<file path="src/inc/pli_consts.vh">
/*
 Timing counts, register offsets, field positions and reset values for the lamp block.
 Assumes a 100 MHz system clock and a 32-bit AXI4-Lite register bus.
*/
`ifndef PLI_CONSTS_VH
`define PLI_CONSTS_VH

`define PLI_CLK_MHZ 100
`define PLI_RX_MS 20
`define PLI_COL_US 120
`define PLI_ACT_MS 4
`define PLI_FAST_MS 50
`define PLI_RX_CYC (`PLI_RX_MS * 1000 * `PLI_CLK_MHZ)
`define PLI_COL_CYC (`PLI_COL_US * `PLI_CLK_MHZ)
`define PLI_ACT_CYC (`PLI_ACT_MS * 1000 * `PLI_CLK_MHZ)
`define PLI_FAST_CYC (`PLI_FAST_MS * 1000 * `PLI_CLK_MHZ)

`define PLI_REG_CTRL 8'h00
`define PLI_REG_STAT 8'h04
`define PLI_REG_IRQ_STAT 8'h08
`define PLI_REG_IRQ_MASK 8'h0c

`define PLI_CTRL_FLASH_BIT 0
`define PLI_CTRL_RST 32'h00000000
`define PLI_MASK_RST 4'h0

`define PLI_EV_COL10 0
`define PLI_EV_COL100 1
`define PLI_EV_FAULT 2
`define PLI_EV_ACT 3

`define PLI_RESP_OKAY 2'b00
`define PLI_RESP_SLVERR 2'b10

`endif

</file>
<file path="src/pli_stretch.v">
/*
 One-shot lamp stretcher: on for ON_CYC cycles, then dark for as long.
 Assumes trig is a level or pulse synchronous to mclk.
*/
module pli_stretch #(
  parameter ON_CYC = 12000
) (
  input wire mclk,
  input wire reset_n,
  input wire trig,
  output reg lamp,
  output reg busy
);
  reg [31:0] cnt;
  reg dark;
  always @(posedge mclk or negedge reset_n) begin
    if (!reset_n) begin
      cnt <= 32'h00000000;
      lamp <= 1'b0;
      dark <= 1'b0;
      busy <= 1'b0;
    end else if (!busy) begin
      // Triggers while lit or dark are dropped, never extend
      if (trig) begin
        lamp <= 1'b1;
        busy <= 1'b1;
        cnt <= 32'h00000000;
      end
    end else if (cnt == ON_CYC - 1) begin
      cnt <= 32'h00000000;
      if (dark) begin
        dark <= 1'b0;
        // Relight on the edge the off-period ends, so a held trigger sees equal halves
        if (trig) begin
          lamp <= 1'b1;
        end else begin
          busy <= 1'b0;
        end
      end else begin
        lamp <= 1'b0;
        dark <= 1'b1;
      end
    end else begin
      cnt <= cnt + 32'h00000001;
    end
  end
endmodule // pli_stretch

</file>
<file path="src/pli_led_top.v">
/*
 Lamp logic for the fourth indicator mode: per-port link and receive lamps,
 speed lamps, per-segment collision and activity lamps, global fault and
 backup supply lamps, plus an AXI4-Lite slave for control, status and interrupts.
 Assumes all status inputs are synchronous to mclk.
*/
// The implementer's own choices: the placing of the registers and the AXI4-Lite register port.
`include "pli_consts.vh"

// Notes on behaviour
// - A port lamp is lit steadily while its link is good and the port is not cut off.
// - Receive traffic on a port blinks its lamp with a 20 ms pulse.
// - Every stretched on-period is followed by an equal off-period before relighting.
// - Collision and activity lamps exist per segment, 10 and 100 Mbps, not per port.
// - A collision on a segment lights its collision lamp for about 120 us.
// - Collisions while the collision lamp is lit are ignored.
// - Activity on a segment lights its activity lamp for about 4 ms.
// - Activity while the activity lamp is lit is ignored.
// - The fault lamp shows any port cut off, or backup supply present and faulty.
module pli_led_top #(
  parameter NPORT = 8,
  parameter RX_CYC = `PLI_RX_CYC,
  parameter ACT_CYC = `PLI_ACT_CYC,
  parameter FAST_CYC = `PLI_FAST_CYC
) (
  input wire mclk,
  input wire reset_n,
  input wire [NPORT-1:0] link_ok,
  input wire [NPORT-1:0] port_cut_off,
  input wire [NPORT-1:0] port_is_100m,
  input wire [NPORT-1:0] rx_activity,
  input wire col_10m,
  input wire col_100m,
  input wire act_10m,
  input wire act_100m,
  input wire backup_supply_present,
  input wire backup_supply_fault,
  output reg [NPORT-1:0] port_link_lamp,
  output reg [NPORT-1:0] port_speed_lamp,
  output reg col_10m_lamp,
  output reg col_100m_lamp,
  output reg act_10m_lamp,
  output reg act_100m_lamp,
  output reg global_fault_lamp,
  output reg backup_fault_lamp,
  output reg irq,
  input wire [7:0] s_axi_awaddr,
  input wire s_axi_awvalid,
  output reg s_axi_awready,
  input wire [31:0] s_axi_wdata,
  input wire [3:0] s_axi_wstrb,
  input wire s_axi_wvalid,
  output reg s_axi_wready,
  output reg [1:0] s_axi_bresp,
  output reg s_axi_bvalid,
  input wire s_axi_bready,
  input wire [7:0] s_axi_araddr,
  input wire s_axi_arvalid,
  output reg s_axi_arready,
  output reg [31:0] s_axi_rdata,
  output reg [1:0] s_axi_rresp,
  output reg s_axi_rvalid,
  input wire s_axi_rready
);
  reg auto_flash_mode;
  reg [3:0] irq_stat;
  reg [3:0] irq_mask;
  reg [31:0] fast_cnt;
  reg fast_phase;
  reg fault_q;
  wire [NPORT-1:0] rx_lamp;
  wire [NPORT-1:0] rx_busy;
  wire c10_l;
  wire c100_l;
  wire a10_l;
  wire a100_l;
  wire c10_b;
  wire c100_b;
  wire a10_b;
  wire a100_b;
  wire fault_now;
  wire [3:0] events;

  genvar g;
  generate
    for (g = 0; g < NPORT; g = g + 1) begin : g_rx
      pli_stretch #(.ON_CYC(RX_CYC)) u_rx (
        .mclk(mclk),
        .reset_n(reset_n),
        .trig(rx_activity[g] & link_ok[g] & ~port_cut_off[g]),
        .lamp(rx_lamp[g]),
        .busy(rx_busy[g])
      );
    end
  endgenerate

  // One collision and one activity stretcher per segment, shared by all ports on it
  pli_stretch #(.ON_CYC(`PLI_COL_CYC)) u_c10 (
    .mclk(mclk),
    .reset_n(reset_n),
    .trig(col_10m),
    .lamp(c10_l),
    .busy(c10_b)
  );
  pli_stretch #(.ON_CYC(`PLI_COL_CYC)) u_c100 (
    .mclk(mclk),
    .reset_n(reset_n),
    .trig(col_100m),
    .lamp(c100_l),
    .busy(c100_b)
  );
  pli_stretch #(.ON_CYC(ACT_CYC)) u_a10 (
    .mclk(mclk),
    .reset_n(reset_n),
    .trig(act_10m),
    .lamp(a10_l),
    .busy(a10_b)
  );
  pli_stretch #(.ON_CYC(ACT_CYC)) u_a100 (
    .mclk(mclk),
    .reset_n(reset_n),
    .trig(act_100m),
    .lamp(a100_l),
    .busy(a100_b)
  );

  assign fault_now = (|port_cut_off) | (backup_supply_present & backup_supply_fault);

  // Interrupt events: collision lamp lighting, fault rising, any activity lamp lighting
  assign events = {(a10_l & ~act_10m_lamp) | (a100_l & ~act_100m_lamp),
                   fault_now & ~fault_q,
                   c100_l & ~col_100m_lamp,
                   c10_l & ~col_10m_lamp};

  // Fast blink divider, free running
  always @(posedge mclk or negedge reset_n) begin
    if (!reset_n) begin
      fast_cnt <= 32'h00000000;
      fast_phase <= 1'b0;
    end else if (fast_cnt == FAST_CYC - 1) begin
      fast_cnt <= 32'h00000000;
      fast_phase <= ~fast_phase;
    end else begin
      fast_cnt <= fast_cnt + 32'h00000001;
    end
  end

  integer i;
  always @(posedge mclk or negedge reset_n) begin
    if (!reset_n) begin
      port_link_lamp <= {NPORT{1'b0}};
      port_speed_lamp <= {NPORT{1'b0}};
      col_10m_lamp <= 1'b0;
      col_100m_lamp <= 1'b0;
      act_10m_lamp <= 1'b0;
      act_100m_lamp <= 1'b0;
      global_fault_lamp <= 1'b0;
      backup_fault_lamp <= 1'b0;
      fault_q <= 1'b0;
      irq <= 1'b0;
    end else begin
      for (i = 0; i < NPORT; i = i + 1) begin
        // Receive blink shows as a dark gap in the steady lamp
        if (link_ok[i] && !port_cut_off[i]) begin
          port_link_lamp[i] <= ~rx_lamp[i];
        end else begin
          port_link_lamp[i] <= 1'b0;
        end
        if (auto_flash_mode) begin
          if (!link_ok[i]) begin
            port_speed_lamp[i] <= fast_phase;
          end else begin
            port_speed_lamp[i] <= port_is_100m[i];
          end
        end else begin
          port_speed_lamp[i] <= port_is_100m[i];
        end
      end
      col_10m_lamp <= c10_l;
      col_100m_lamp <= c100_l;
      act_10m_lamp <= a10_l;
      act_100m_lamp <= a100_l;
      global_fault_lamp <= fault_now;
      backup_fault_lamp <= backup_supply_present & backup_supply_fault;
      fault_q <= fault_now;
      irq <= |(irq_stat & irq_mask);
    end
  end

  // AXI4-Lite write: address and data taken in either order
  reg aw_held;
  reg w_held;
  reg [7:0] aw_addr;
  reg [31:0] w_data;
  reg [3:0] w_strb;
  wire do_write;
  assign do_write = aw_held & w_held & ~s_axi_bvalid;

  always @(posedge mclk or negedge reset_n) begin
    if (!reset_n) begin
      aw_held <= 1'b0;
      w_held <= 1'b0;
      aw_addr <= 8'h00;
      w_data <= 32'h00000000;
      w_strb <= 4'h0;
      s_axi_awready <= 1'b0;
      s_axi_wready <= 1'b0;
      s_axi_bvalid <= 1'b0;
      s_axi_bresp <= `PLI_RESP_OKAY;
      auto_flash_mode <= 1'b0;
      irq_mask <= `PLI_MASK_RST;
      irq_stat <= 4'h0;
    end else begin
      s_axi_awready <= ~aw_held & ~s_axi_awready & s_axi_awvalid;
      s_axi_wready <= ~w_held & ~s_axi_wready & s_axi_wvalid;
      if (s_axi_awvalid && s_axi_awready) begin
        aw_held <= 1'b1;
        aw_addr <= s_axi_awaddr;
      end
      if (s_axi_wvalid && s_axi_wready) begin
        w_held <= 1'b1;
        w_data <= s_axi_wdata;
        w_strb <= s_axi_wstrb;
      end
      if (s_axi_bvalid && s_axi_bready) begin
        s_axi_bvalid <= 1'b0;
      end
      // Hardware set wins over a write-one clear in the same cycle
      if (do_write && aw_addr == `PLI_REG_IRQ_STAT && w_strb[0]) begin
        irq_stat <= (irq_stat & ~w_data[3:0]) | events;
      end else begin
        irq_stat <= irq_stat | events;
      end
      if (do_write) begin
        aw_held <= 1'b0;
        w_held <= 1'b0;
        s_axi_bvalid <= 1'b1;
        s_axi_bresp <= `PLI_RESP_OKAY;
        case (aw_addr)
          `PLI_REG_CTRL: begin
            if (w_strb[0]) begin
              auto_flash_mode <= w_data[`PLI_CTRL_FLASH_BIT];
            end
          end
          `PLI_REG_IRQ_MASK: begin
            if (w_strb[0]) begin
              irq_mask <= w_data[3:0];
            end
          end
          `PLI_REG_STAT: begin
          end
          `PLI_REG_IRQ_STAT: begin
          end
          default: begin
            s_axi_bresp <= `PLI_RESP_SLVERR;
          end
        endcase
      end
    end
  end

  // AXI4-Lite read
  reg [31:0] rd_word;
  reg rd_bad;
  always @* begin
    rd_word = 32'h00000000;
    rd_bad = 1'b0;
    case (s_axi_araddr)
      `PLI_REG_CTRL: rd_word = {31'h00000000, auto_flash_mode};
      `PLI_REG_STAT: rd_word = {24'h000000, backup_fault_lamp, global_fault_lamp,
                                act_100m_lamp, act_10m_lamp, col_100m_lamp,
                                col_10m_lamp, 1'b0, irq};
      `PLI_REG_IRQ_STAT: rd_word = {28'h0000000, irq_stat};
      `PLI_REG_IRQ_MASK: rd_word = {28'h0000000, irq_mask};
      default: rd_bad = 1'b1;
    endcase
  end

  always @(posedge mclk or negedge reset_n) begin
    if (!reset_n) begin
      s_axi_arready <= 1'b0;
      s_axi_rvalid <= 1'b0;
      s_axi_rdata <= 32'h00000000;
      s_axi_rresp <= `PLI_RESP_OKAY;
    end else begin
      s_axi_arready <= ~s_axi_arready & ~s_axi_rvalid & s_axi_arvalid;
      if (s_axi_arvalid && s_axi_arready) begin
        s_axi_rvalid <= 1'b1;
        s_axi_rdata <= rd_word;
        s_axi_rresp <= rd_bad ? `PLI_RESP_SLVERR : `PLI_RESP_OKAY;
      end else if (s_axi_rvalid && s_axi_rready) begin
        s_axi_rvalid <= 1'b0;
      end
    end
  end
endmodule // pli_led_top

</file>
<file path="config.mk">
export PLATFORM = sky130hd
export DESIGN_NAME = pli_led_top
export DESIGN_NICKNAME = d
export VERILOG_FILES = /design/src/pli_stretch.v /design/src/pli_led_top.v
export VERILOG_INCLUDE_DIRS = /design/src /design/src/inc
export SDC_FILE = /design/constraint.sdc
export NUM_CORES = 1
export LEC_CHECK = 0
export ABC_AREA = 1
export BUFFER_PORTS_ARGS = -buffer_cell sky130_fd_sc_hd__buf_4
export CORE_MARGIN = 4
export CORE_UTILIZATION = 60
export CTS_CLUSTER_SIZE = 30
export DETAILED_ROUTE_END_ITERATION = 7
export HOLD_SLACK_MARGIN = 0.06
export PLACE_DENSITY = 0.85
export SYNTH_ARGS = -nofsm -noshare
export SYNTH_HDL_FRONTEND = slang
export SYNTH_HIERARCHICAL = 1
export SYNTH_SLANG_ARGS = --single-unit
</file>
<file path="constraint.sdc">
create_clock -name mclk -period 3.1 [get_ports mclk]
set_clock_uncertainty 0.2 [all_clocks]
set_input_delay 0.465 -clock mclk [delete_from_list [all_inputs] [get_ports mclk]]
set_output_delay 0.465 -clock mclk [all_outputs]
set_load 0.01 [all_outputs]
</file>
==> Implementation_results.wiki <==
{| class="wikitable"
! Metric !! Value
|-
| Setup TNS || 0 ns
|-
| Worst flop-to-flop path startpoint || auto_flash_mode
|-
| Setup slack of the most critical reg-to-reg path || approximately 0.77 ns
|-
| Number of antenna violations at the first check in global routing || 1
|-
| CP Data Arrival Time || 3.08 ns
|-
| Total iterations of the first detailed-routing run || 8
|-
| CORE AREA || between 0.05 and 0.06 mm2
|-
| Max transition margin || 0.3547
|-
| Global router's overall resource usage || 0.2786
|-
| Worst reg2reg path depth || 6
|-
| Vias in the first global route || between 30000 and 40000
|-
| Period Utilization, post-route || 0.8929
|-
| Worst hold path stage count || 5
|-
| Combined area of all synthesized cells || about 0.033 mm2
|-
| Ys Warns || 6
|-
| Pins over their slew limit || 0
|-
| Root Buffer || sky130_fd_sc_hd__clkbuf_16
|-
| Clock-pin slew on the worst setup and hold paths || around 0.06 ns
|-
| Number of nets in the layout || 5418
|-
| Startpoint Class || primary input
|-
| Worst Path Max Fanout || 14
|-
| CTS buffer count || 57
|-
| Total power density per cell area || about 400 mW/mm2
|-
| Count of buffers inserted at the top-level ports || approximately 100
|-
| End of the worst register-to-register path || port_speed_lamp[5]
|-
| Top flip-flop cell by instance count after synthesis || sky130_fd_sc_hd__dfrtp_1
|-
| Setup Crit Path Kind || primary input to flop
|-
| Share of cells above drive strength 1 || 0.08610
|-
| Sequential-to-total area share from yosys stat || 0.3871
|-
| Number of top-level pins || 161
|-
| Final WS setup || between 0.3 and 0.4 ns
|-
| Floorplan die area || 0.05933 mm2
|-
| Xor and xnor area share after synthesis || 0.02867
|-
| # DRC || 0
|-
| Initial DRC count || between 2000 and 3000
|-
| Number of nets with antenna violations after detailed routing || 0
|-
| Post-synthesis compound-gate area fraction || 0.05520
|-
| Result of the run || finished clean
|-
| Timing endpoint of the critical path || g_rx[6].u_rx/cnt[9]
|-
| Critical path endpoint category || flop
|-
| Worst Hold Class || primary input to flop
|-
| Required time at the worst-slack endpoint || 3.41 ns
|-
| Clock Path Buffers || 3
|-
| Number of instances in the synthesized netlist || 5104
|-
| Share of synthesized cell area in and, or, nand and nor gates || 0.4451
|-
| Count of cell types in the netlist || 41
|-
| Syn avg cell area || roughly 6.5 um2
|-
| Overall routed net length || roughly 84 mm
|-
| Total placed cells including tap cells || 5918
|-
| Peak Freq || roughly 360 MHz
|-
| Number of clock sinks seen by CTS || 515
|-
| Number of antenna repair diodes || 0
|-
| Site Rows || 86
|-
| Ys async rst share || 1.000
|-
| Number of storage elements in the synthesis netlist || between 500 and 600
|-
| Final weighted congestion of routability-driven global placement || about 0.97
|-
| Worst-Margin Slew || between 0.9 and 1 ns
|-
| Setup repair after global routing missed its margin || false
|-
| Die height || about 240 um
|-
| Chip Width || ~240 um
|-
| Final setup violation count || 0
|-
| Reported max-cap violation count || 0
|-
| Mux contribution to synthesized area || 0.0003382
|-
| Wire length of the first global-routing pass || about 140 mm
|-
| IR drop worst, VDD || roughly 0.4 mV
|-
| Effective utilization at floorplan || 0.6055
|-
| CTS tree || yes
|-
| Largest net degree at the start of global routing || 72
|-
| Number of enable-type register cells in the synthesized netlist || 0
|-
| Layout overhead on the synthesized area || 13.01%
|-
| Later-pin clock latency in the skew report || 0.62 ns
|-
| HPWL after DPL || 59.86 mm
|-
| Largest family of logic cells by synthesized area || simple AND/OR/NAND/NOR gates
|-
| Grt ovf || 0
|-
| Detail-routed via count per cell || ~5.3
|-
| Total number of vias || 32230
|-
| H-tree lvl count || 2
|-
| Routed WL per cell || between 10 and 15 um
|-
| Post-CTS setup buffer count || 0
|-
| Reported leakage power || ~17 nW
|-
| Placement Setup Slack || about 0.88 ns
|-
| Min Clock Period, post-route || 2.768 ns
|-
| Critical path launch point || rx_activity[6]
|-
| Final standard cell count with taps included and fillers excluded || around 6100
|-
| Overall power of the completed layout || between 0.015 and 0.02 W
|-
| Final hold vios || 0
|-
| Share of synthesized cell area in full adder, half adder and majority cells || 0.004885
|-
| Hold WS || 0.09360 ns
|}
## cell type report
class / count / area [um2]
Sequential cell: 515 / 12890
Fill cell: 4737 / 17360
Inverter: 545 / 2046
Timing Repair Buffer: 210 / 1844
Clock inverter: 28 / 394.1
Tap cell: 748 / 935.9
Multi-Input combinational cell: 3979 / 17890
Clock buffer: 77 / 1633
## worst min-delay path by stage
stage                                from           endpoint
after global routing      s_axi_araddr[3]     s_axi_rdata[0]
final                      rx_activity[5]  g_rx[5].u_rx/busy
after CTS                 s_axi_araddr[3]     s_axi_rdata[0]
after floorplan                   reset_n      act_100m_lamp
after global placement        u_a100/lamp      act_100m_lamp
after detailed placement      u_a100/lamp      act_100m_lamp
## stage by stage
| stage | utilization | cell area, um2 |
|---|---|---|
| floorplan | - | 33390 |
| global placement | 0.6331 | 34810 |
| detailed placement | 0.6331 | 34810 |
| CTS | 0.6843 | 37630 |
| global route | 0.6843 | 37630 |
| finish | 0.6843 | 37630 |
## cells in the final DEF (no fill, tap or decap), types with 5 or more instances in the layout
cell type	instances
sky130_fd_sc_hd__nand2_1	2032
sky130_fd_sc_hd__nor2_1	751
sky130_fd_sc_hd__inv_1	527
sky130_fd_sc_hd__dfrtp_1	515
sky130_fd_sc_hd__nand3_1	444
sky130_fd_sc_hd__o21ai_0	198
sky130_fd_sc_hd__buf_4	125
sky130_fd_sc_hd__xor2_1	92
sky130_fd_sc_hd__dlygate4sd3_1	79
sky130_fd_sc_hd__nor2_2	71
sky130_fd_sc_hd__clkbuf_16	58
sky130_fd_sc_hd__nand2_2	54
sky130_fd_sc_hd__nor2_4	54
sky130_fd_sc_hd__nand4_1	29
sky130_fd_sc_hd__conb_1	26
sky130_fd_sc_hd__o21ai_1	25
sky130_fd_sc_hd__o22ai_1	23
sky130_fd_sc_hd__nand3b_1	22
sky130_fd_sc_hd__o21bai_1	22
sky130_fd_sc_hd__xnor2_1	17
sky130_fd_sc_hd__inv_2	14
sky130_fd_sc_hd__ha_1	13
sky130_fd_sc_hd__or2_2	13
sky130_fd_sc_hd__nor3_1	12
sky130_fd_sc_hd__clkinv_2	12
sky130_fd_sc_hd__a32o_1	12
sky130_fd_sc_hd__nor3b_1	11
sky130_fd_sc_hd__clkbuf_8	11
sky130_fd_sc_hd__nand2_4	10
sky130_fd_sc_hd__o211ai_1	10
sky130_fd_sc_hd__a22oi_1	10
sky130_fd_sc_hd__o21ai_2	10
sky130_fd_sc_hd__bufinv_16	9
sky130_fd_sc_hd__clkbuf_1	8
sky130_fd_sc_hd__a21oi_1	6
sky130_fd_sc_hd__buf_12	5
## power breakdown
group | leakage, nW | internal (W) | total (W) | switching, W
Clock | 0.994 | 0.00443 | 0.00728 | 0.00285
Combinational | 9.49 | 0.000360 | 0.000813 | 0.000452
Sequential | 6.77 | 0.00688 | 0.00701 | 0.000129
Total | 17.3 | 0.0117 | 0.0151 | 0.00343
## synth_stat cells, types with 25 or more instances
| library cell | instances | area, um2 |
|---|---|---|
| sky130_fd_sc_hd__inv_1 | 527 | 1978 |
| sky130_fd_sc_hd__xor2_1 | 92 | 805.8 |
| sky130_fd_sc_hd__nor2_1 | 753 | 2826 |
| sky130_fd_sc_hd__nand3_1 | 444 | 2222 |
| sky130_fd_sc_hd__buf_2 | 35 | 175.2 |
| sky130_fd_sc_hd__nand2_1 | 2032 | 7627 |
| sky130_fd_sc_hd__nor2_2 | 69 | 431.7 |
| sky130_fd_sc_hd__o21ai_0 | 198 | 991.0 |
| sky130_fd_sc_hd__nand4_1 | 29 | 181.4 |
| sky130_fd_sc_hd__nor2_4 | 54 | 608.1 |
| sky130_fd_sc_hd__buf_4 | 27 | 202.7 |
| sky130_fd_sc_hd__dfrtp_1 | 515 | 12890 |
| sky130_fd_sc_hd__nand2_2 | 54 | 337.8 |
| sky130_fd_sc_hd__o21ai_1 | 25 | 125.1 |
## sequential cells by signal, summed over array words and instances (netlist names), 32 cells and up
name,flops
u_c10/cnt,32
u_c100/cnt,32
g_rx.u_rx/cnt,256
fast_cnt,32
u_a100/cnt,32
u_a10/cnt,32
## repair_timing
item                      CTS  global route
gates resized for setup     0             0
hold buffers               79             0
hold endpoints to repair  139             0
## layer usage
layer	GRT usage	wire length, um
met3	0.03258	4821
met1	0.3762	36880
met2	0.4713	39660
met4	0.09300	2625
met5	0	0
## worst max-delay path, stage by stage
cell and delay (ns):
sky130_fd_sc_hd__dlygate4sd3_1 0.54, sky130_fd_sc_hd__buf_4 0.13, sky130_fd_sc_hd__nand2_1 0.06, sky130_fd_sc_hd__dlygate4sd3_1 0.56, sky130_fd_sc_hd__nor2_1 0.06, sky130_fd_sc_hd__nor2_1 0.72
sky130_fd_sc_hd__inv_1 0.29, sky130_fd_sc_hd__o22ai_1 0.24
## kinds of logic after synthesis
| logic type | after synthesis |
|---|---|
| and+or+nand+nor | 3511 |
| AOI/OAI and AO/OA | 319 |
| DFF | 515 |
| muxes | 1 |
| adders and majority gates | 13 |
| other | 1 |
| buffers and inverters | 635 |
| xor gates and xnor gates | 109 |
Power figures use the tool's default switching activity.
